File: src/shared/acc_pkg.sv
`default_nettype none
package acc_pkg;
    // Timing
    localparam int CLK_PERIOD_NS = 10;
    localparam int SETTLE_NS = 4000;
    localparam int SETTLE_CYCLES = (SETTLE_NS + CLK_PERIOD_NS - 1) / CLK_PERIOD_NS;
    localparam int STROBE_HIGH_NS = 20;
    localparam int STROBE_HIGH_CYCLES = (STROBE_HIGH_NS + CLK_PERIOD_NS - 1) / CLK_PERIOD_NS;
    // Serial word and result
    localparam int SER_BITS = 24;
    localparam int RESULT_W = 24;
    localparam int BUF_DEPTH = 2;
    // Register selection
    localparam logic [1:0] ADDR_SPECIAL = 2'h0;
    localparam int TF_COUNT = 3;
    localparam logic [1:0] TF_LAST = 2'h3;
    // Special-mode register fields
    localparam int SPECIAL_STREAM_BIT = 5;
    localparam int SPECIAL_PD_BIT = 0;
    localparam logic [7:0] SPECIAL_RST = 8'h00;
    // Transfer-function register fields
    localparam int TF_GAIN_LSB = 5;
    localparam int TF_GAIN_W = 3;
    localparam int TF_POL_BIT = 4;
    localparam int TF_DAC_SIGN_BIT = 3;
    localparam int TF_DAC_MAG_W = 3;
    localparam logic [7:0] TF_RST = 8'h00;
    // Calibration modes and channels
    localparam logic [1:0] CAL_NONE = 2'h0;
    localparam logic [1:0] CAL_OFFSET = 2'h1;
    localparam logic [1:0] CAL_GAIN = 2'h2;
    localparam int PSEUDO_INPUTS = 5;
    localparam int PAIRING_SELECT_PAIRS = 3;
    // Tag shared by both calibration channels; value arbitrary
    localparam logic [2:0] CAL_TAG = 3'h5;

    typedef enum logic [1:0] {
        ACC_SER_IDLE = 2'b01,
        ACC_SER_SHIFT = 2'b10
    } acc_ser_e;
endpackage
`default_nettype wire

File: src/shared/acc_route_if.sv
`timescale 1ns/100ps
`default_nettype none
interface acc_route_if;
    logic scan;
    logic pairing;
    logic [1:0] cal_mode;
    logic [1:0] chsel;
    logic step;
    logic [1:0] tf_sel;
    logic [2:0] pos_input;
    logic [2:0] tag;
    logic is_cal;
    logic cal_gain;
    modport route (input scan, pairing, cal_mode, chsel, step,
                   output tf_sel, pos_input, tag, is_cal, cal_gain);
    modport ctrl (output scan, pairing, cal_mode, chsel, step,
                  input tf_sel, pos_input, tag, is_cal, cal_gain);
endinterface
`default_nettype wire

File: src/rtl/acc_top.sv
`timescale 1ns/100ps
`default_nettype none
module acc_top (
    // Clock and reset
    input wire logic clk,
    input wire logic sys_rst,
    // Register access from the serial decoder
    input wire logic cfg_wr,
    input wire logic cfg_rd,
    input wire logic [1:0] cfg_addr,
    input wire logic [7:0] cfg_wdata,
    output logic [7:0] cfg_rdata,
    // Global setup
    input wire logic scan_enable,
    input wire logic pairing_select,
    input wire logic [1:0] calibration_mode_select,
    input wire logic [1:0] channel_select_code,
    input wire logic conv_step,
    // Modulator and filter
    input wire logic mod_strobe,
    input wire logic mod_bit,
    input wire logic result_valid,
    output logic result_ready,
    input wire logic [acc_pkg::RESULT_W-1:0] result_data,
    output logic mod_filter_reset,
    output logic filter_run,
    output logic osc_enable,
    output logic full_power_down,
    // Active channel settings
    output logic [acc_pkg::TF_GAIN_W-1:0] pga_gain_code,
    output logic [7:0] pga_gain_factor,
    output logic unipolar,
    output logic offset_dac_sign,
    output logic [acc_pkg::TF_DAC_MAG_W-1:0] offset_dac_mag,
    output logic offset_dac_connect,
    output logic [1:0] active_tf,
    output logic [2:0] active_tag,
    output logic [2:0] active_input,
    output logic active_is_cal,
    output logic active_cal_gain,
    output logic common_input_ref,
    // Serial pins
    input wire logic read_req,
    input wire logic read_special,
    input wire logic sclk,
    output logic dout,
    output logic drdy_n,
    output logic bitstream_output_select
);
    localparam int SW = $clog2(acc_pkg::SETTLE_CYCLES + 1);
    localparam int TW = $clog2(acc_pkg::STROBE_HIGH_CYCLES + 1);
    localparam logic [SW-1:0] SETTLE = SW'(acc_pkg::SETTLE_CYCLES);
    localparam logic [TW-1:0] STROBE = TW'(acc_pkg::STROBE_HIGH_CYCLES);
    localparam logic [4:0] SER_LEN = 5'(acc_pkg::SER_BITS);
    localparam int MSB = acc_pkg::SER_BITS - 1;

    acc_route_if rt ();

    logic stream_sel, next_stream_sel, full_pd, next_full_pd;
    logic [7:0] tf_reg [acc_pkg::TF_COUNT];
    logic [7:0] next_tf [acc_pkg::TF_COUNT];
    logic [7:0] next_rdata, act;
    logic [5:0] glob_q, glob_now;
    logic [1:0] wr_idx, act_idx;
    logic active_change;
    logic [SW-1:0] settle_cnt, next_settle;
    logic [TW-1:0] strb_cnt, next_strb;
    logic bit_q, next_bit, next_drdy_n, next_filter_reset;
    logic s1, s2, s3, sclk_lvl, next_sclk_lvl, sclk_fall;
    acc_pkg::acc_ser_e ser_state, next_ser_state;
    logic [MSB:0] shreg, next_shreg;
    logic [4:0] bitcnt, next_bitcnt;
    logic rd_data, next_rd_data, fifo_pop, accept_ok, buf_in_ready, buf_valid;
    logic [acc_pkg::RESULT_W-1:0] buf_data;

    assign rt.scan = scan_enable;
    assign rt.pairing = pairing_select;
    assign rt.cal_mode = calibration_mode_select;
    assign rt.chsel = channel_select_code;
    assign rt.step = conv_step && !full_pd;

    acc_route u_route (
        .clk(clk),
        .sys_rst(sys_rst),
        .rt(rt)
    );

    // Results arriving while the filter settles or sleeps are dropped
    assign accept_ok = (settle_cnt == '0) && !full_pd;
    assign result_ready = buf_in_ready && accept_ok;

    acc_fifo #(
        .W(acc_pkg::RESULT_W),
        .DEPTH(acc_pkg::BUF_DEPTH)
    ) u_buf (
        .clk(clk),
        .sys_rst(sys_rst),
        .in_valid(result_valid && accept_ok),
        .in_ready(buf_in_ready),
        .in_data(result_data),
        .out_valid(buf_valid),
        .out_ready(fifo_pop),
        .out_data(buf_data)
    );

    // Configuration registers and active-channel decode
    always_comb
    begin
        glob_now = {scan_enable, pairing_select, calibration_mode_select, channel_select_code};
        wr_idx = cfg_addr - 2'h1;
        act_idx = rt.tf_sel - 2'h1;
        act = tf_reg[act_idx];
        next_stream_sel = stream_sel;
        next_full_pd = full_pd;
        next_tf = tf_reg;
        next_rdata = cfg_rdata;
        if (cfg_wr && cfg_addr == acc_pkg::ADDR_SPECIAL)
        begin
            // Only the two defined bits are kept, the power-down bit only ever being set; the rest stay zero
            next_stream_sel = cfg_wdata[acc_pkg::SPECIAL_STREAM_BIT];
            next_full_pd = full_pd | cfg_wdata[acc_pkg::SPECIAL_PD_BIT];
        end
        else if (cfg_wr)
        begin
            next_tf[wr_idx] = cfg_wdata;
        end
        if (cfg_rd)
        begin
            next_rdata = (cfg_addr == acc_pkg::ADDR_SPECIAL) ? 8'h00 : tf_reg[wr_idx];
        end
        active_change = (cfg_wr && cfg_addr != acc_pkg::ADDR_SPECIAL && wr_idx == act_idx
                         && cfg_wdata != act) || (glob_now != glob_q);
    end

    always_ff @(posedge clk)
    begin
        if (sys_rst)
        begin
            stream_sel <= acc_pkg::SPECIAL_RST[acc_pkg::SPECIAL_STREAM_BIT];
            full_pd <= acc_pkg::SPECIAL_RST[acc_pkg::SPECIAL_PD_BIT];
            for (int i = 0; i < acc_pkg::TF_COUNT; i++)
            begin
                tf_reg[i] <= acc_pkg::TF_RST;
            end
            cfg_rdata <= 8'h00;
            glob_q <= 6'h00;
            pga_gain_code <= '0;
            pga_gain_factor <= 8'h01;
            unipolar <= 1'b0;
            offset_dac_sign <= 1'b0;
            offset_dac_mag <= '0;
            offset_dac_connect <= 1'b0;
        end
        else
        begin
            stream_sel <= next_stream_sel;
            full_pd <= next_full_pd;
            tf_reg <= next_tf;
            cfg_rdata <= next_rdata;
            glob_q <= glob_now;
            pga_gain_code <= act[acc_pkg::TF_GAIN_LSB +: acc_pkg::TF_GAIN_W];
            pga_gain_factor <= 8'h01 << act[acc_pkg::TF_GAIN_LSB +: acc_pkg::TF_GAIN_W];
            // Polarity drives unipolar; like any active-register change, flipping it also resets the filter
            unipolar <= act[acc_pkg::TF_POL_BIT];
            offset_dac_sign <= act[acc_pkg::TF_DAC_SIGN_BIT];
            offset_dac_mag <= act[acc_pkg::TF_DAC_MAG_W-1:0];
            offset_dac_connect <= (act[acc_pkg::TF_DAC_MAG_W-1:0] != '0);
        end
    end

    assign full_power_down = full_pd;
    assign osc_enable = !full_pd;
    assign filter_run = !full_pd;
    assign bitstream_output_select = stream_sel;
    assign active_tf = rt.tf_sel;
    assign active_tag = rt.tag;
    assign active_input = rt.pos_input;
    assign active_is_cal = rt.is_cal;
    assign active_cal_gain = rt.cal_gain;
    assign common_input_ref = !pairing_select;

    // Settling, modulator strobe and ready pin
    always_comb
    begin
        next_settle = settle_cnt;
        if (active_change)
        begin
            next_settle = SETTLE;
        end
        else if (settle_cnt != '0)
        begin
            next_settle = settle_cnt - 1'b1;
        end
        next_strb = strb_cnt;
        next_bit = bit_q;
        if (stream_sel && mod_strobe)
        begin
            next_strb = STROBE;
            next_bit = mod_bit;
        end
        else if (strb_cnt != '0)
        begin
            next_strb = strb_cnt - 1'b1;
        end
        next_filter_reset = active_change;
        next_drdy_n = stream_sel ? (next_strb != '0)
                                 : (!buf_valid || next_settle != '0 || active_change);
    end

    always_ff @(posedge clk)
    begin
        if (sys_rst)
        begin
            settle_cnt <= '0;
            strb_cnt <= '0;
            bit_q <= 1'b0;
            mod_filter_reset <= 1'b0;
            drdy_n <= 1'b1;
        end
        else
        begin
            settle_cnt <= next_settle;
            strb_cnt <= next_strb;
            bit_q <= next_bit;
            mod_filter_reset <= next_filter_reset;
            drdy_n <= next_drdy_n;
        end
    end

    // Serial shifter; only the agreeing second and third sync stages are read
    assign sclk_fall = sclk_lvl && !s2 && !s3;

    always_comb
    begin
        next_sclk_lvl = (s2 == s3) ? s3 : sclk_lvl;
        next_ser_state = ser_state;
        next_shreg = shreg;
        next_bitcnt = bitcnt;
        next_rd_data = rd_data;
        fifo_pop = 1'b0;
        case (ser_state)
            acc_pkg::ACC_SER_IDLE:
            begin
                if (read_req)
                begin
                    next_ser_state = acc_pkg::ACC_SER_SHIFT;
                    next_bitcnt = SER_LEN;
                    next_rd_data = !read_special && buf_valid;
                    next_shreg = (!read_special && buf_valid) ? buf_data : '0;
                end
            end
            acc_pkg::ACC_SER_SHIFT:
            begin
                if (sclk_fall)
                begin
                    next_shreg = {shreg[MSB-1:0], 1'b0};
                    next_bitcnt = bitcnt - 5'h01;
                    if (bitcnt == 5'h01)
                    begin
                        next_ser_state = acc_pkg::ACC_SER_IDLE;
                        fifo_pop = rd_data;
                    end
                end
            end
            default:
            begin
                next_ser_state = acc_pkg::ACC_SER_IDLE;
            end
        endcase
    end

    always_ff @(posedge clk)
    begin
        if (sys_rst)
        begin
            s1 <= 1'b0;
            s2 <= 1'b0;
            s3 <= 1'b0;
            sclk_lvl <= 1'b0;
            ser_state <= acc_pkg::ACC_SER_IDLE;
            shreg <= '0;
            bitcnt <= 5'h00;
            rd_data <= 1'b0;
        end
        else
        begin
            s1 <= sclk;
            s2 <= s1;
            s3 <= s2;
            sclk_lvl <= next_sclk_lvl;
            ser_state <= next_ser_state;
            shreg <= next_shreg;
            bitcnt <= next_bitcnt;
            rd_data <= next_rd_data;
        end
    end

    assign dout = stream_sel ? bit_q : shreg[MSB];
endmodule
`default_nettype wire

File: src/rtl/acc_fifo.sv
`timescale 1ns/100ps
`default_nettype none
module acc_fifo #(
    parameter int W = 24,
    parameter int DEPTH = 2
) (
    // Clock and reset
    input wire logic clk,
    input wire logic sys_rst,
    // Fill side
    input wire logic in_valid,
    output logic in_ready,
    input wire logic [W-1:0] in_data,
    // Drain side
    output logic out_valid,
    input wire logic out_ready,
    output logic [W-1:0] out_data
);
    localparam int AW = (DEPTH > 1) ? $clog2(DEPTH) : 1;
    localparam logic [AW:0] FULL = (AW+1)'(DEPTH);
    localparam logic [AW-1:0] TOP = AW'(DEPTH - 1);

    logic [W-1:0] mem [DEPTH];
    logic [AW-1:0] wr_ptr, next_wr_ptr, rd_ptr, next_rd_ptr;
    logic [AW:0] count, next_count;
    logic push, pop;

    assign in_ready = (count != FULL);
    assign out_valid = (count != '0);
    assign out_data = mem[rd_ptr];

    always_comb
    begin
        push = in_valid && in_ready;
        pop = out_valid && out_ready;
        next_wr_ptr = wr_ptr;
        next_rd_ptr = rd_ptr;
        if (push)
        begin
            next_wr_ptr = (wr_ptr == TOP) ? '0 : wr_ptr + 1'b1;
        end
        if (pop)
        begin
            next_rd_ptr = (rd_ptr == TOP) ? '0 : rd_ptr + 1'b1;
        end
        next_count = count + (AW+1)'(push) - (AW+1)'(pop);
    end

    always_ff @(posedge clk)
    begin
        if (sys_rst)
        begin
            wr_ptr <= '0;
            rd_ptr <= '0;
            count <= '0;
        end
        else
        begin
            wr_ptr <= next_wr_ptr;
            rd_ptr <= next_rd_ptr;
            count <= next_count;
            if (push)
            begin
                mem[wr_ptr] <= in_data;
            end
        end
    end
endmodule
`default_nettype wire

File: src/rtl/acc_route.sv
`timescale 1ns/100ps
`default_nettype none
module acc_route (
    // Clock and reset
    input wire logic clk,
    input wire logic sys_rst,
    // Channel selection
    acc_route_if.route rt
);
    logic [2:0] slot, next_slot, n_in, last, pos;
    logic has_cal;

    function automatic logic [1:0] input_tf(input logic [2:0] p);
        case (p)
            3'h0, 3'h1: input_tf = 2'h1;
            3'h2, 3'h3: input_tf = 2'h2;
            default: input_tf = acc_pkg::TF_LAST;
        endcase
    endfunction

    always_comb
    begin
        n_in = rt.pairing ? 3'(acc_pkg::PAIRING_SELECT_PAIRS) : 3'(acc_pkg::PSEUDO_INPUTS);
        has_cal = rt.scan && (rt.cal_mode == acc_pkg::CAL_OFFSET || rt.cal_mode == acc_pkg::CAL_GAIN);
        last = has_cal ? n_in + 3'h1 : n_in - 3'h1;
        next_slot = slot;
        if (!rt.scan || slot > last)
        begin
            next_slot = 3'h0;
        end
        else if (rt.step)
        begin
            next_slot = (slot == last) ? 3'h0 : slot + 3'h1;
        end
        pos = 3'h0;
        rt.is_cal = 1'b0;
        rt.cal_gain = 1'b0;
        rt.tag = slot;
        rt.tf_sel = acc_pkg::TF_LAST;
        if (rt.scan)
        begin
            if (slot < n_in)
            begin
                pos = rt.pairing ? {slot[1:0], 1'b0} : slot;
                rt.tf_sel = input_tf(pos);
            end
            else
            begin
                // Offset slot comes first, gain slot second, same tag
                rt.is_cal = 1'b1;
                rt.cal_gain = (slot != n_in);
                rt.tag = acc_pkg::CAL_TAG;
                rt.tf_sel = acc_pkg::TF_LAST;
            end
        end
        else
        begin
            pos = rt.pairing ? {rt.chsel, 1'b0} : {1'b0, rt.chsel};
            rt.tf_sel = input_tf(pos);
            rt.is_cal = (rt.cal_mode != acc_pkg::CAL_NONE);
            rt.cal_gain = (rt.cal_mode == acc_pkg::CAL_GAIN);
            rt.tag = rt.is_cal ? acc_pkg::CAL_TAG : {1'b0, rt.chsel};
        end
        rt.pos_input = pos;
    end

    always_ff @(posedge clk)
    begin
        if (sys_rst)
        begin
            slot <= 3'h0;
        end
        else
        begin
            slot <= next_slot;
        end
    end
endmodule
`default_nettype wire

File: config.mk
export PLATFORM = sky130hd
export DESIGN_NAME = acc_top
export DESIGN_NICKNAME = d
export VERILOG_FILES = /design/src/shared/acc_pkg.sv /design/src/shared/acc_route_if.sv /design/src/rtl/acc_top.sv /design/src/rtl/acc_fifo.sv /design/src/rtl/acc_route.sv
export SDC_FILE = /design/constraint.sdc
export NUM_CORES = 1
export LEC_CHECK = 0
export CORE_ASPECT_RATIO = 1.5
export CORE_MARGIN = 10
export CORE_UTILIZATION = 55
export CTS_BUF_LIST = sky130_fd_sc_hd__clkbuf_8 sky130_fd_sc_hd__clkbuf_16
export CTS_CLUSTER_SIZE = 8
export DETAILED_ROUTE_END_ITERATION = 12
export DONT_BUFFER_PORTS = 1
export GPL_ROUTABILITY_DRIVEN = 0
export PLACE_DENSITY = 0.7
export SLEW_MARGIN = 20
export SYNTH_ARGS = -nofsm -noshare
export SYNTH_HDL_FRONTEND = slang
export SYNTH_SLANG_ARGS = --single-unit
File: constraint.sdc
create_clock -name clk -period 11.25 [get_ports clk]
set_input_delay 0 -clock clk [delete_from_list [all_inputs] [get_ports clk]]
set_output_delay 0 -clock clk [all_outputs]
set_load 0.005 [all_outputs]
* Word level (Yosys, flattened, before mapping)
Memory sizes are Yosys's and may differ from the RTL's. A register that Yosys moved wholly into a read port is not among the register bits.
Index checks and enable logic that the tools add are counted.
** Operators by class
- Add/sub/neg operators :: 12
- Magnitude comparators :: 5
- Equal/unequal tests :: 21
- Shift operators :: 1
- Mux-type cells :: 55
- Bitwise operators :: 4
- Reductions and logical operators :: 50
** Operators with widths (count)
- $mux 24 :: 3
- $mux 8 :: 6
- $pmux 24 s2 :: 1
- $bmux 8 s2 :: 2
- $mux 3 :: 10
- $bwmux 24 :: 1
- $mux 9 :: 2
- $reduce_bool 9->1 :: 2
- $demux 8 s2 :: 1
- $logic_and 1x1->1 :: 16
- $mux 1 :: 16
- $mux 2 :: 7
- $eq 3x2->1 const B :: 4
- $pmux 2 s2 :: 3
- $reduce_bool 2->1 :: 6
- $mux 5 :: 2
- $pmux 5 s2 :: 1
- $reduce_or 2->1 :: 5
- $logic_not 9->1 :: 1
- $sub 9x1->9 const B :: 1
- $ne 2x2->1 const B :: 4
- $ne 8x8->1 :: 1
- $shl 1x3->8 const A :: 1
- $logic_not 1->1 :: 7
- other kinds (29) :: 45
** Storage, ports and cells
- Bits in registers :: 114
- RAM bits :: 48
- Input bits :: 51
- Output and inout port bits :: 44
- Word-level logic and storage cells :: 179
- Memories kept :: 1
** Memories
- u_buf.mem :: depth 2, width 24, rd ports 1, clocked after Yosys merged registers in 1, wr ports 1, RTL line acc_fifo.sv:23 : logic [W-1:0] mem [DEPTH];

* Depth between registers and ports, before layout
Gate-level depths: netlist of run 1.
- Depth in word-level cells :: 19
- Gate-level depth with buffers :: 13
- Mapped depth without buffers :: 12

* By module
Synthesis of run 1 repeated with hierarchy kept, for this count alone.
** Second synthesis, totals
- Cells, all modules :: 745
- Area, all modules :: 7551.0 um^2
** Modules (own cells, without submodules)
- acc_top :: instances 1, cells an instance 578, area an instance 4942.2 um^2
- acc_fifo :: instances 1, cells an instance 100, area an instance 2079.5 um^2
- acc_route :: instances 1, cells an instance 67, area an instance 529.3 um^2

* Worst setup path after synthesis of run 1
No wires, ideal clock.
- Path type :: register to register
- Start :: register settle_cnt[0]
- End :: memory u_buf.mem[1][0] (enable)
- Library setup time :: 0.440 ns
- Arrival :: 4.148 ns
- Required time :: 10.810 ns
- Path slack :: 6.662 ns
- Stages on the path, launching flop included :: 9
- Buffers on the path :: 0
- Clock period less this slack :: 4.588 ns
- Cell sequence :: dfxtp_1 inv_1 ha_1 inv_2 or4_1 or4_1 a2111oi_2 nand2_1 nor3b_1
** Between the ends
- Word-level cells in the longest chain between the ends :: 7
** Ends and longest elaborated chain
- start, declared :: RTL line acc_top.sv:66 : logic [SW-1:0] settle_cnt, next_settle;
- start signal, assigned :: RTL line acc_top.sv:222 : settle_cnt <= next_settle;
- $logic_not 9->1 :: RTL line acc_top.sv:89 : assign accept_ok = (settle_cnt == '0) && !full_pd;
- $logic_and 1x1->1 :: RTL line acc_top.sv:89
- $logic_and 1x1->1 :: RTL line acc_top.sv:98 : .in_valid(result_valid && accept_ok),
- $logic_and 1x1->1 :: RTL line acc_fifo.sv:34 : push = in_valid && in_ready;
- $mux 1 :: RTL line acc_fifo.sv:62 : if (push)
- $mux 1 :: RTL line acc_fifo.sv:51 : if (sys_rst)
- $mux 1 (not written as such) :: RTL line acc_fifo.sv:64 : mem[wr_ptr] <= in_data;
- end, declared :: RTL line acc_fifo.sv:23
Every way passes these cells.

* Final worst setup path of run 1
- Start :: register u_route.slot[1]
- End :: register settle_cnt[4]
** Between the ends
- Word-level cells in the longest chain between the ends :: 15
- Elaborated cells on any way between the ends :: 22
- Classes of those cells :: add/sub: 1; order compare: 1; eq/ne: 5; mux: 8; bitwise: 1; reduce/logical: 6
** Ends and longest elaborated chain
- start, declared :: RTL line acc_route.sv:10 : logic [2:0] slot, next_slot, n_in, last, pos;
- start signal, assigned :: RTL line acc_route.sv:75 : slot <= next_slot;
- $mux 3 :: RTL line acc_route.sv:44 : pos = rt.pairing ? {slot[1:0], 1'b0} : slot;
- $eq 3x2->1, or another cell as far along :: RTL line acc_route.sv:14 : case (p)
- $reduce_or 2->1 :: RTL line acc_route.sv:14
- $pmux 2 s2 :: RTL line acc_route.sv:14
- $mux 2 (*) :: RTL line acc_route.sv:42 : if (slot < n_in)
- $mux 2 (*) :: RTL line acc_route.sv:40 : if (rt.scan)
- $sub 2x1->2 (*) :: RTL line acc_top.sv:111 : act_idx = rt.tf_sel - 2'h1;
- $not 2->3 (not written as such) :: RTL line acc_top.sv:112 : act = tf_reg[act_idx];
- $bmux 8 s2 :: RTL line acc_top.sv:112
- $mux 8 (not written as such) (2 in series) :: RTL line acc_top.sv:112
- $ne 8x8->1 :: RTL line acc_top.sv:132 : && cfg_wdata != act) || (glob_now != glob_q);
- $logic_and 1x1->1 (*) :: RTL line acc_top.sv:132
- $logic_or 1x1->1 (*) :: RTL line acc_top.sv:132
- $mux 9 (*) :: RTL line acc_top.sv:186 : if (active_change)
Every way passes the cells marked *; elsewhere a longest branch is shown, timed or not. The select of a mux whose other input is x is not followed.
A chain may end at the register's enable or synchronous reset.

==> results of run 1 <==
## power by group
part | total [mW] | switching, mW | leakage, nW | internal, mW
sequential | 0.640 | 0.0157 | 1.37 | 0.625
combinational | 0.128 | 0.0749 | 1.43 | 0.0532
clock | 0.559 | 0.247 | 0.292 | 0.312
total | 1.33 | 0.338 | 3.09 | 0.989
## layer usage
| metal | track usage (%) | share of wire [%] | vias to the layer above |
|---|---|---|---|
| li1 | - | - | 2996 |
| met1 | 21.1 | 35 | 2967 |
| met2 | 37.8 | 52 | 272 |
| met3 | 6.14 | 7.2 | 84 |
| met4 | 13.6 | 5.2 | 0 |
| met5 | 0 | 0 | - |
## per-stage QoR
step	util [%]	worst slack, ns
6_report	64.9	7.67
5_1_grt	64.9	7.54
4_1_cts	64.9	7.73
3_5_place_dp	56.7	7.76
3_3_place_gp	56.7	7.86
2_1_floorplan	-	6.66
## cells in the final DEF (no fill, tap or decap), drive strengths merged, types with 4 or more instances in the layout
cell type	n
nand2	58
a21oi	81
nor4	7
nand4	5
nor3	43
dfxtp	115
mux2i	47
nor2	78
clkbuf	17
edfxtp	48
a22o	5
or2	5
nand3	37
a22oi	7
xor2	7
nor3b	7
a211oi	29
buf	7
and3	4
nor2b	23
or3	5
xnor2	12
dlygate4sd3	51
ha	17
inv	38
o21ai	31
mux2	4
a31oi	5
## cells by family (layout without fill, tap and decap cells)
| family | after synthesis | after routing |
|---|---|---|
| and+or+nand+nor | 289 | 289 |
| AOI/OAI and AO/OA | 194 | 194 |
| DFF | 163 | 163 |
| buffers and inverters | 81 | 117 |
| muxes | 51 | 51 |
| xor gates and xnor gates | 19 | 19 |
| adders and majority gates | 17 | 17 |
| other | 0 | 1 |
## worst paths after layout
kind,to,slack (ns),depth (start not counted)
setup / recovery,settle_cnt[4],7.67,8
hold / removal,settle_cnt[4],0.02,3
setup reg to reg,settle_cnt[4],7.67,8
hold reg to reg,s2,0.48,1
## layout make-up
cell class | instances | area share [%]
Inverter | 27 | 1.15
Multi-Input combinational cell | 570 | 40.8
Timing Repair Buffer | 58 | 6.63
Antenna cell | 1 | 0.0285
Sequential cell | 163 | 42.6
Clock inverter | 15 | 1.68
Tap cell | 162 | 2.31
Clock buffer | 17 | 4.84
## critical path, delay by kind of cell (launching register included)
kind,cells,cell delay [ns]
compound gates,5,1.69
simple gates,3,0.86
flops,1,0.87
==> run_results.csv, run 1 <==
group,metric,value,unit
worst_hold_path,hp-start,"calibration_mode_select[1]",
clock_tree,clock_sinks,163,
yosys,yosysSeqAreaShare,49.0,%
yosys,synth_fa_ha_area_share,2.78,%
yosys,syn-num-nets,882,
yosys,synth_largest_area_cell,"dfxtp_1",
final_layout,nFillCells,1073,
floorplan,rows,52,
grt,antenna_found_initial,1,
yosys,synth_edf_count,48,
power,powerDensity,151,mW/mm²
yosys,synth_top_family_by_area,"simple AND/OR/NAND/NOR gates",
job,cap_violations,0,
final_layout,regArea,0.00374,mm²
clock_tree,cts_setup_buffers,0,
floorplan,io_pins,95,
outcome,status,"completed",
grt,grt_max_degree,105,
yosys,synth-async-reset-ratio,0,%
yosys,synth_flop_cell,"dfxtp_1",
drt,avgRoutedWirePerCell,19.7,µm
clock_tree,cts_max_path_buffers,2,
final_layout,fin_area,0.00879,mm²
yosys,syn_avg_cell_area,9.39,µm²
worst_setup_path,max_stage_delay,0.87,ns
grt,grtUsageTotal,21.3,%
final_layout,syn_to_final_growth,15.0,%
yosys,synth_area_leaders,"dfxtp_1 (30%), edfxtp_1 (19%), mux2i_1 (6.2%), a21oi_1 (5.3%), nor2_1 (3.8%)",
drt,wirelength,20.0,mm
floorplan,start_util,56.5,%
grt,grt_overflow,0,
timing,fin_hold_ws,0.0192,ns
drt,via_per_inst,6.24,
clock_tree,cts_resized,0,
yosys,synth_seq_cells,163,
yosys,ys_warn_count,0,
yosys,synth.most_common_cell,"dfxtp_1",
power,power.leakage,3.09,nW
placement,placed_cells,928,
yosys,synthSimpleGateAreaFrac,18.6,%
timing,hold_violations,0,
timing,finalMaxSlewViolations,0,
clock_tree,hold_buffers,52,
drt,drtPass1Iterations,5,
worst_setup_path,path_class,"register to register",
timing,worst_pin_slew,0.932,ns
final_layout,multi_input_area,0.00358,mm²
clock_tree,cts_tree,"done",
final_layout,largest_reg_flops,48,
yosys,synth.top_cell.area_share,30.1,%
clock_tree,clock-root-buffer,"clkbuf_16",
worst_setup_path,path_cells,"nor2b_1, a22o_1, a211o_1, o41ai_1, o221ai_1, nor4_4, or2_1, a41oi_1",
clock_tree,clock_latency,0.42,ns
timing,setup_viol_count_final,0,
yosys,synth_xor_area_share,2.18,%
timing,grt_setup_unrepaired,"false",
worst_setup_path,crit_path_start_kind,"register",
yosys,syn_inst,814,
power,max-vdd-ir-drop,0.102,mV
timing,maxSlewHeadroom,37.8,%
final_layout,nets,905,
drt,drc,0,
clock_tree,htreeDepth,4,
worst_hold_path,hold_class,"input port to register",
worst_setup_path,critPathRequiredTime,11.52,ns
timing,finalCriticalPeriod,3.58,ns
floorplan,dieArea,0.0191,mm²
yosys,syn-cell-area,0.00764,mm²
drt,drtIter0Drc,502,
timing,finalSetupTns,0,ns
yosys,synth_compound_area_share,16.3,%
power,p_total,1.33,mW
placement,dp_hpwl,13.3,mm
timing,fmax,279,MHz
worst_setup_path,arrival,3.85,ns
floorplan,die_w,116,µm
grt,grt_pass1_wl,32.3,mm
worst_setup_path,critical_path.max_fanout,19,
worst_setup_path,worstReg2RegStart,"u_route.slot[1]",
worst_setup_path,cp-startpoint,"u_route.slot[1]",
drt,vias,6319,
worst_setup_path,cp_slowest_cell,"dfxtp_1",
worst_setup_path,worst_setup_path_end_kind,"register",
timing,skew,0.0145,ns
placement,place_area,0.00767,mm²
floorplan,dieHeight,164,µm
yosys,synthMuxAreaShare,6.75,%
yosys,yosys.cell_types.count,71,
drt,antenna_left,0,
floorplan,core,0.0135,mm²
grt,grt_pass1_vias,6386,
clock_tree,clkTransAtPathRegs,0.07,ns
final_layout,finalNonFillerCells,1013,
placement,io_buffers,0,
clock_tree,cts_buffers,17,
final_layout,drive_gt1_share,6.94,%
yosys,yosys-top-cells-count,"dfxtp_1 (115), a21oi_1 (81), nor2_1 (78)",
timing,finalCritPeriodShare,31.9,%
Power figures use the tool's default switching activity.
==> run 2: changes to the inputs <==
--- a/config.mk
+++ b/config.mk
@@ -5,6 +5,7 @@
 export SDC_FILE = /design/constraint.sdc
 export NUM_CORES = 1
 export LEC_CHECK = 0
+export ABC_AREA = 1
 export CORE_ASPECT_RATIO = 1.5
 export CORE_MARGIN = 10
 export CORE_UTILIZATION = 55
@@ -13,7 +14,7 @@
 export DETAILED_ROUTE_END_ITERATION = 12
 export DONT_BUFFER_PORTS = 1
 export GPL_ROUTABILITY_DRIVEN = 0
-export PLACE_DENSITY = 0.7
+export PLACE_DENSITY = 0.73
 export SLEW_MARGIN = 20
 export SYNTH_ARGS = -nofsm -noshare
 export SYNTH_HDL_FRONTEND = slang
==> constraint.sdc (replaced) <==
create_clock -name clk -period 3.1 [get_ports clk]
set_input_delay 0 -clock clk [delete_from_list [all_inputs] [get_ports clk]]
set_output_delay 0 -clock clk [all_outputs]
set_load 0.005 [all_outputs]
==> run_results.csv, run 2 <==
group,metric,value,unit
outcome,status,"completed",
timing,finalCritPeriodShare,89.2,%
yosys,syn-num-nets,904,
timing,setup_ws,0.334,ns
drt,drc,0,
timing,worst_pin_slew,0.886,ns
final_layout,largest_reg_flops,48,
drt,drtIter0Drc,444,
yosys,syn-cell-area,0.00710,mm²
clock_tree,cts_setup_buffers,0,
clock_tree,cts_tree,"done",
job,cap_violations,0,
placement,io_buffers,0,
drt,avgRoutedWirePerCell,16.2,µm
grt,grt_util_met3,4.78,%
floorplan,dieArea,0.0180,mm²
floorplan,io_pins,95,
worst_setup_path,arrival,3.09,ns
yosys,synth_seq_cells,163,
timing,skew,0.00976,ns
power,power.leakage,3.43,nW
clock_tree,clock-root-buffer,"clkbuf_16",
power,powerDensity,581,mW/mm²
worst_setup_path,worst_setup_path_end_kind,"register",
yosys,synth_edf_count,48,
yosys,yosysSeqAreaShare,52.7,%
clock_tree,clkTransAtPathRegs,0.07,ns
timing,finalCriticalPeriod,2.77,ns
final_layout,diodes,0,
worst_setup_path,critPathRequiredTime,3.42,ns
drt,via_per_inst,5.64,
yosys,yosys-top-cells-count,"nand2_1 (162), a21oi_1 (127), dfxtp_1 (115)",
clock_tree,clock_sinks,163,
grt,grt-busiest-layer,"met2",
yosys,synth_area_leaders,"dfxtp_1 (32%), edfxtp_1 (20%), a21oi_1 (8.9%), nand2_1 (8.6%), inv_1 (4.8%)",
floorplan,core,0.0126,mm²
yosys,syn_inst,836,
drt,wirelength,17.1,mm
final_layout,fin_area,0.00838,mm²
grt,grt_use_met1,19.9,%
worst_setup_path,path_cells,"ha_1, nand2_1, nor2_1, nor2_1, nand3_2, nand2_4, inv_2, nand3_1, nand2_1, nand2_1, nand2_1, inv_1, nand2_1, nor2_2, nand2_2, nand2_2, nand3_2, nor2_2, nand2_1, nand2_1, nand2_1",
grt,grtUsageMet2,33.8,%
clock_tree,clock_latency,0.42,ns
worst_setup_path,cpMostUsedCell,"nand2_1",
grt,grtUsageTotal,18.8,%
grt,grt_overflow,0,
drt,drtPass1Iterations,8,
final_layout,nets,952,
final_layout,final_common_cell,"nand2_1",
timing,hold_violations,0,
placement,place_area,0.00721,mm²
grt,grt_pass1_vias,5827,
worst_setup_path,cp_slowest_cell,"dfxtp_1",
worst_setup_path,critical_path.max_fanout,11,
yosys,synth_largest_area_cell,"dfxtp_1",
grt,grt_pass1_wl,28.0,mm
timing,setup_viol_count_final,0,
yosys,syn_avg_cell_area,8.49,µm²
timing,finalSetupTns,0,ns
yosys,synth.most_common_cell,"nand2_1",
drt,vias,5935,
worst_setup_path,crit_path_start_kind,"register",
timing,maxSlewHeadroom,40.4,%
drt,antenna_left,0,
timing,fin_hold_ws,0.0272,ns
placement,dp_hpwl,11.3,mm
clock_tree,cts_max_path_buffers,2,
yosys,synth_flop_cell,"dfxtp_1",
clock_tree,cts_buffers,17,
yosys,ys_warn_count,0,
final_layout,drive_gt1_share,9.25,%
final_layout,nFillCells,1012,
final_layout,finalNonFillerCells,1053,
final_layout,final_cell_mix,"nand2_1 (162), a21oi_1 (127), dfxtp_1 (115)",
placement,placed_cells,964,
timing,finalMaxSlewViolations,0,
worst_setup_path,path_class,"register to register",
yosys,synth.top_cell.area_share,32.4,%
worst_setup_path,max_stage_delay,0.45,ns
placement,place_ws,0.355,ns
power,p_total,4.87,mW
worst_hold_path,hold_class,"input port to register",
floorplan,die_w,113,µm
yosys,synth-async-reset-ratio,0,%
grt,antenna_found_initial,0,
grt,grt_max_degree,64,
floorplan,dieHeight,159,µm
final_layout,fin_util,66.6,%
final_layout,syn_to_final_growth,18.0,%
clock_tree,htreeDepth,4,
floorplan,start_util,56.5,%
power,max-vdd-ir-drop,0.484,mV
timing,grt_setup_unrepaired,"false",
timing,fmax,362,MHz
yosys,yosys.cell_types.count,42,
floorplan,rows,50,
[run 2: cells by family after synthesis]
group                      after synthesis  share of synthesized area [%]
AOI/OAI and AO/OA                      220                           16.6
xor gates and xnor gates                13                           1.60
adders and majority gates               17                           3.00
buffers and inverters                  132                           7.26
DFF                                    163                           52.7
muxes                                    1                          0.141
and+or+nand+nor                        290                           18.7
[run 2: path summary, 6_finish.rpt]
kind / startpoint / end / slack [ns] / depth (start not counted)
setup / recovery: u_route.slot[1] / drdy_n / 0.33 / 21
hold / removal: channel_select_code[1] / settle_cnt[7] / 0.03 / 6
setup reg to reg: u_route.slot[1] / drdy_n / 0.33 / 21
hold reg to reg: s1 / s2 / 0.40 / 2
[run 2: where the power goes]
group	switching, mW	internal [mW]	leakage [nW]	total, mW
logic	0.306	0.178	1.77	0.484
clock network	0.976	1.08	0.286	2.06
registers	0.0470	2.28	1.37	2.32
[run 2: what timing repair did]
item | CTS | global route
setup endpoints to repair | 0 | 1
hold buffers | 57 | 0
hold endpoints to repair | 125 | 0
gates resized for setup | 0 | 1
[run 2: final cells by class]
type,count,area (µm²),area share [%]
clock buffers,17,425,5.08
clock inverters,15,160,1.91
inverters,97,364,4.34
multi-input cells,541,2860,34.1
flip-flops and latches,163,3740,44.7
well taps,156,195,2.33
repair buffers,64,636,7.58
[run 2: critical path, delay by kind of cell (launching register included)]
family	cells	cell delay, ns
flops	1	0.45
fa+ha+maj	1	0.29
buf+inv	2	0.20
simple gates	18	1.73
[run 2: routing by layer]
metal / share of wire (%) / vias up
met2: 53 / 238
met1: 38 / 2755
met3: 6.7 / 43
met5: 0 / -
met4: 2.4 / 0
li1: - / 2899
==> run 3: changes to the inputs <==
--- a/config.mk
+++ b/config.mk
@@ -15,7 +15,9 @@
 export DONT_BUFFER_PORTS = 1
 export GPL_ROUTABILITY_DRIVEN = 0
 export PLACE_DENSITY = 0.73
+export REMOVE_ABC_BUFFERS = 1
 export SLEW_MARGIN = 20
 export SYNTH_ARGS = -nofsm -noshare
 export SYNTH_HDL_FRONTEND = slang
+export SYNTH_HIERARCHICAL = 1
 export SYNTH_SLANG_ARGS = --single-unit
==> run_results.csv, run 3 <==
group,metric,value,unit
final_layout,diodes,0,
yosys,synth_largest_area_cell,"dfxtp_1",
yosys,synth_flop_cell,"dfxtp_1",
timing,setup_viol_count_final,0,
yosys,ys_warn_count,6,
clock_tree,clock-root-buffer,"clkbuf_16",
worst_setup_path,cp_slowest_cell,"dfxtp_1",
clock_tree,cts_setup_buffers,0,
drt,drc,0,
worst_setup_path,worstReg2RegStart,"u_route/slot[2]",
grt,grt_pass1_vias,6151,
timing,finalMaxSlewViolations,0,
power,max-vdd-ir-drop,0.375,mV
worst_setup_path,r2r_setup_slack,0.24,ns
job,cap_violations,0,
floorplan,io_pins,95,
yosys,yosys.cell_types.count,43,
worst_setup_path,arrival,3.17,ns
worst_setup_path,crit_path_start_kind,"register",
power,powerDensity,545,mW/mm²
worst_setup_path,cpMostUsedCell,"nand2_1",
floorplan,core,0.0131,mm²
worst_setup_path,worst_setup_path_end_kind,"register",
final_layout,final_common_cell,"nand2_1",
final_layout,final_cell_mix,"nand2_1 (164), dfxtp_1 (115), inv_1 (91)",
yosys,synth_seq_cells,163,
placement,place_area,0.00747,mm²
floorplan,die_w,114,µm
worst_setup_path,critPathTopFamily,"simple AND/OR/NAND/NOR gates",
grt,antenna_found_initial,0,
worst_setup_path,critical_path.max_fanout,8,
clock_tree,cts_buffers,17,
drt,drtPass1Iterations,5,
timing,grt_setup_unrepaired,"false",
floorplan,rows,51,
drt,avgRoutedWirePerCell,16.5,µm
worst_setup_path,path_class,"register to register",
final_layout,nets,974,
grt,grt_max_degree,47,
yosys,synth-async-reset-ratio,0,%
yosys,synth.most_common_cell,"nand2_1",
yosys,synth.top_cell.area_share,31.3,%
yosys,syn_avg_cell_area,8.60,µm²
placement,dp_hpwl,12.1,mm
worst_setup_path,r2r-end,"drdy_n",
grt,grtUsageTotal,19.5,%
worst_setup_path,cp-startpoint,"u_route/slot[2]",
timing,worst_pin_slew,1.03,ns
floorplan,dieArea,0.0185,mm²
clock_tree,cts_max_path_buffers,2,
drt,wirelength,17.8,mm
worst_setup_path,path_cells,"ha_1, nand2_1, nand3_4, nand2_4, nand3_1, buf_4, nand3_1, nand3_1, nand2_1, nand2_1, inv_1, nand2_1, nor2_1, nand2_1, a21oi_4, nand4_1, nand2_1, nand2_1",
final_layout,drive_gt1_share,9.90,%
outcome,status,"completed",
timing,fmax,350,MHz
placement,placed_cells,992,
yosys,yosysSeqAreaShare,50.8,%
yosys,syn-cell-area,0.00736,mm²
timing,finalCriticalPeriod,2.86,ns
yosys,synth_edf_count,48,
grt,grt_util_met3,5.79,%
clock_tree,htreeDepth,4,
grt,grtUsageMet2,34.6,%
worst_setup_path,cp_num_cells,18,
grt,grt_use_met1,20.1,%
timing,skew,0.00753,ns
yosys,syn_inst,856,
timing,hold_violations,0,
clock_tree,clkTransAtPathRegs,0.06,ns
grt,grt_pass1_wl,29.4,mm
floorplan,start_util,56.3,%
timing,fin_hold_ws,0.0151,ns
clock_tree,clock_sinks,163,
drt,via_per_inst,5.61,
worst_setup_path,max_stage_delay,0.41,ns
worst_setup_path,rr_worst_depth,18,
yosys,synth_area_leaders,"dfxtp_1 (31%), edfxtp_1 (20%), nand2_1 (8.4%), nand3_1 (5.3%), inv_1 (4.6%)",
drt,drtIter0Drc,492,
drt,antenna_left,0,
final_layout,nFillCells,1047,
drt,vias,6046,
worst_hold_path,hold_class,"input port to register",
final_layout,largest_reg_flops,48,
yosys,yosys-top-cells-count,"nand2_1 (164), dfxtp_1 (115), inv_1 (90)",
grt,grt_overflow,0,
placement,io_buffers,0,
timing,finalSetupTns,0,ns
clock_tree,clock_latency,0.42,ns
timing,maxSlewHeadroom,31.4,%
final_layout,syn_to_final_growth,16.3,%
floorplan,dieHeight,162,µm
worst_setup_path,crit_buf_inv,2,
timing,finalCritPeriodShare,92.2,%
final_layout,finalNonFillerCells,1078,
final_layout,fin_area,0.00857,mm²
power,power.leakage,3.47,nW
worst_setup_path,crit_end,"drdy_n",
clock_tree,cts_tree,"done",
worst_setup_path,critPathRequiredTime,3.41,ns
grt,grt-busiest-layer,"met2",
==> run 3: changes by cell type in the layout (fill, tap and decap cells not counted), moves of 8 or more <==
| cell | change |
|---|---|
| mux2_4 | +20 |
| nand3_1 | +61 |
| a31oi_1 | +24 |
| a21oi_1 | -74 |
| nand2_2 | -8 |
| nor2_2 | -9 |
| nor2_1 | +18 |
| o31ai_1 | -8 |
==> run 3: cell families (layout without fill, tap and decap cells) <==
family / Yosys count / in the layout / synth area share [%]
and+or+nand+nor: 354 / 354 / 21.4
AOI/OAI and AO/OA: 153 / 153 / 11.3
buffers and inverters: 135 / 198 / 7.71
adders and majority gates: 17 / 17 / 2.89
DFF: 163 / 163 / 50.8
muxes: 24 / 24 / 4.69
xor gates and xnor gates: 10 / 10 / 1.19
==> run 3: what timing repair did <==
item | CTS | global route
resized for setup | 0 | 0
hold buffers | 54 | 0
hold endpoints to repair | 113 | 0
==> run 3: layout make-up <==
| class | count | area (µm²) | area share, % |
|---|---|---|---|
| Sequential cell | 163 | 3740 | 43.7 |
| Multi-Input combinational cell | 558 | 3050 | 35.7 |
| Timing Repair Buffer | 68 | 656 | 7.65 |
| Clock buffer | 18 | 439 | 5.13 |
| Inverter | 98 | 369 | 4.31 |
| Tap cell | 159 | 199 | 2.32 |
| Clock inverter | 14 | 106 | 1.24 |
==> run 3: power breakdown <==
group	switching, mW	total [mW]	internal (mW)
Clock	0.872	1.93	1.05
Sequential	0.0466	2.31	2.27
Combinational	0.262	0.426	0.165
Total	1.18	4.67	3.49
==> run 3: metrics by stage <==
stage	setup slack (ns)	util, %	total power, mW
after floorplan	0.332	-	2.60
after global placement	0.436	57.1	2.69
after detailed placement	0.309	57.1	2.70
after CTS	0.279	65.5	4.69
after global routing	0.00844	65.5	4.86
final	0.241	65.5	4.67
==> run 3: worst min-delay path by stage <==
| stage | from | to | slack, ns | cells after the start |
|---|---|---|---|---|
| floorplan | pairing_select | common_input_ref | 0.05 | 1 |
| global placement | pairing_select | common_input_ref | 0.06 | 1 |
| detailed placement | pairing_select | common_input_ref | 0.06 | 1 |
| CTS | read_special | rd_data | 0.006 | 4 |
| global route | channel_select_code[1] | mod_filter_reset | 0.02 | 4 |
| finish | channel_select_code[1] | mod_filter_reset | 0.02 | 4 |
==> run 3: worst reg2reg max path: stages, from the launching register on <==
cell     delay [ns]
dfxtp_1        0.41
ha_1           0.28
nand2_1        0.14
nand3_4        0.12
nand2_4        0.10
nand3_1        0.23
buf_4          0.26
nand3_1        0.15
nand3_1        0.12
nand2_1        0.08
nand2_1        0.05
inv_1          0.05
nand2_1        0.04
nor2_1         0.14
nand2_1        0.11
a21oi_4        0.23
nand4_1        0.11
nand2_1        0.07
nand2_1        0.04
==> run 3: metal layers <==
layer  up-vias  wire (µm)
li1       2973          -
met1      2806       6560
met2       224       9370
met3        43       1280
met4         0        539
met5         -          0
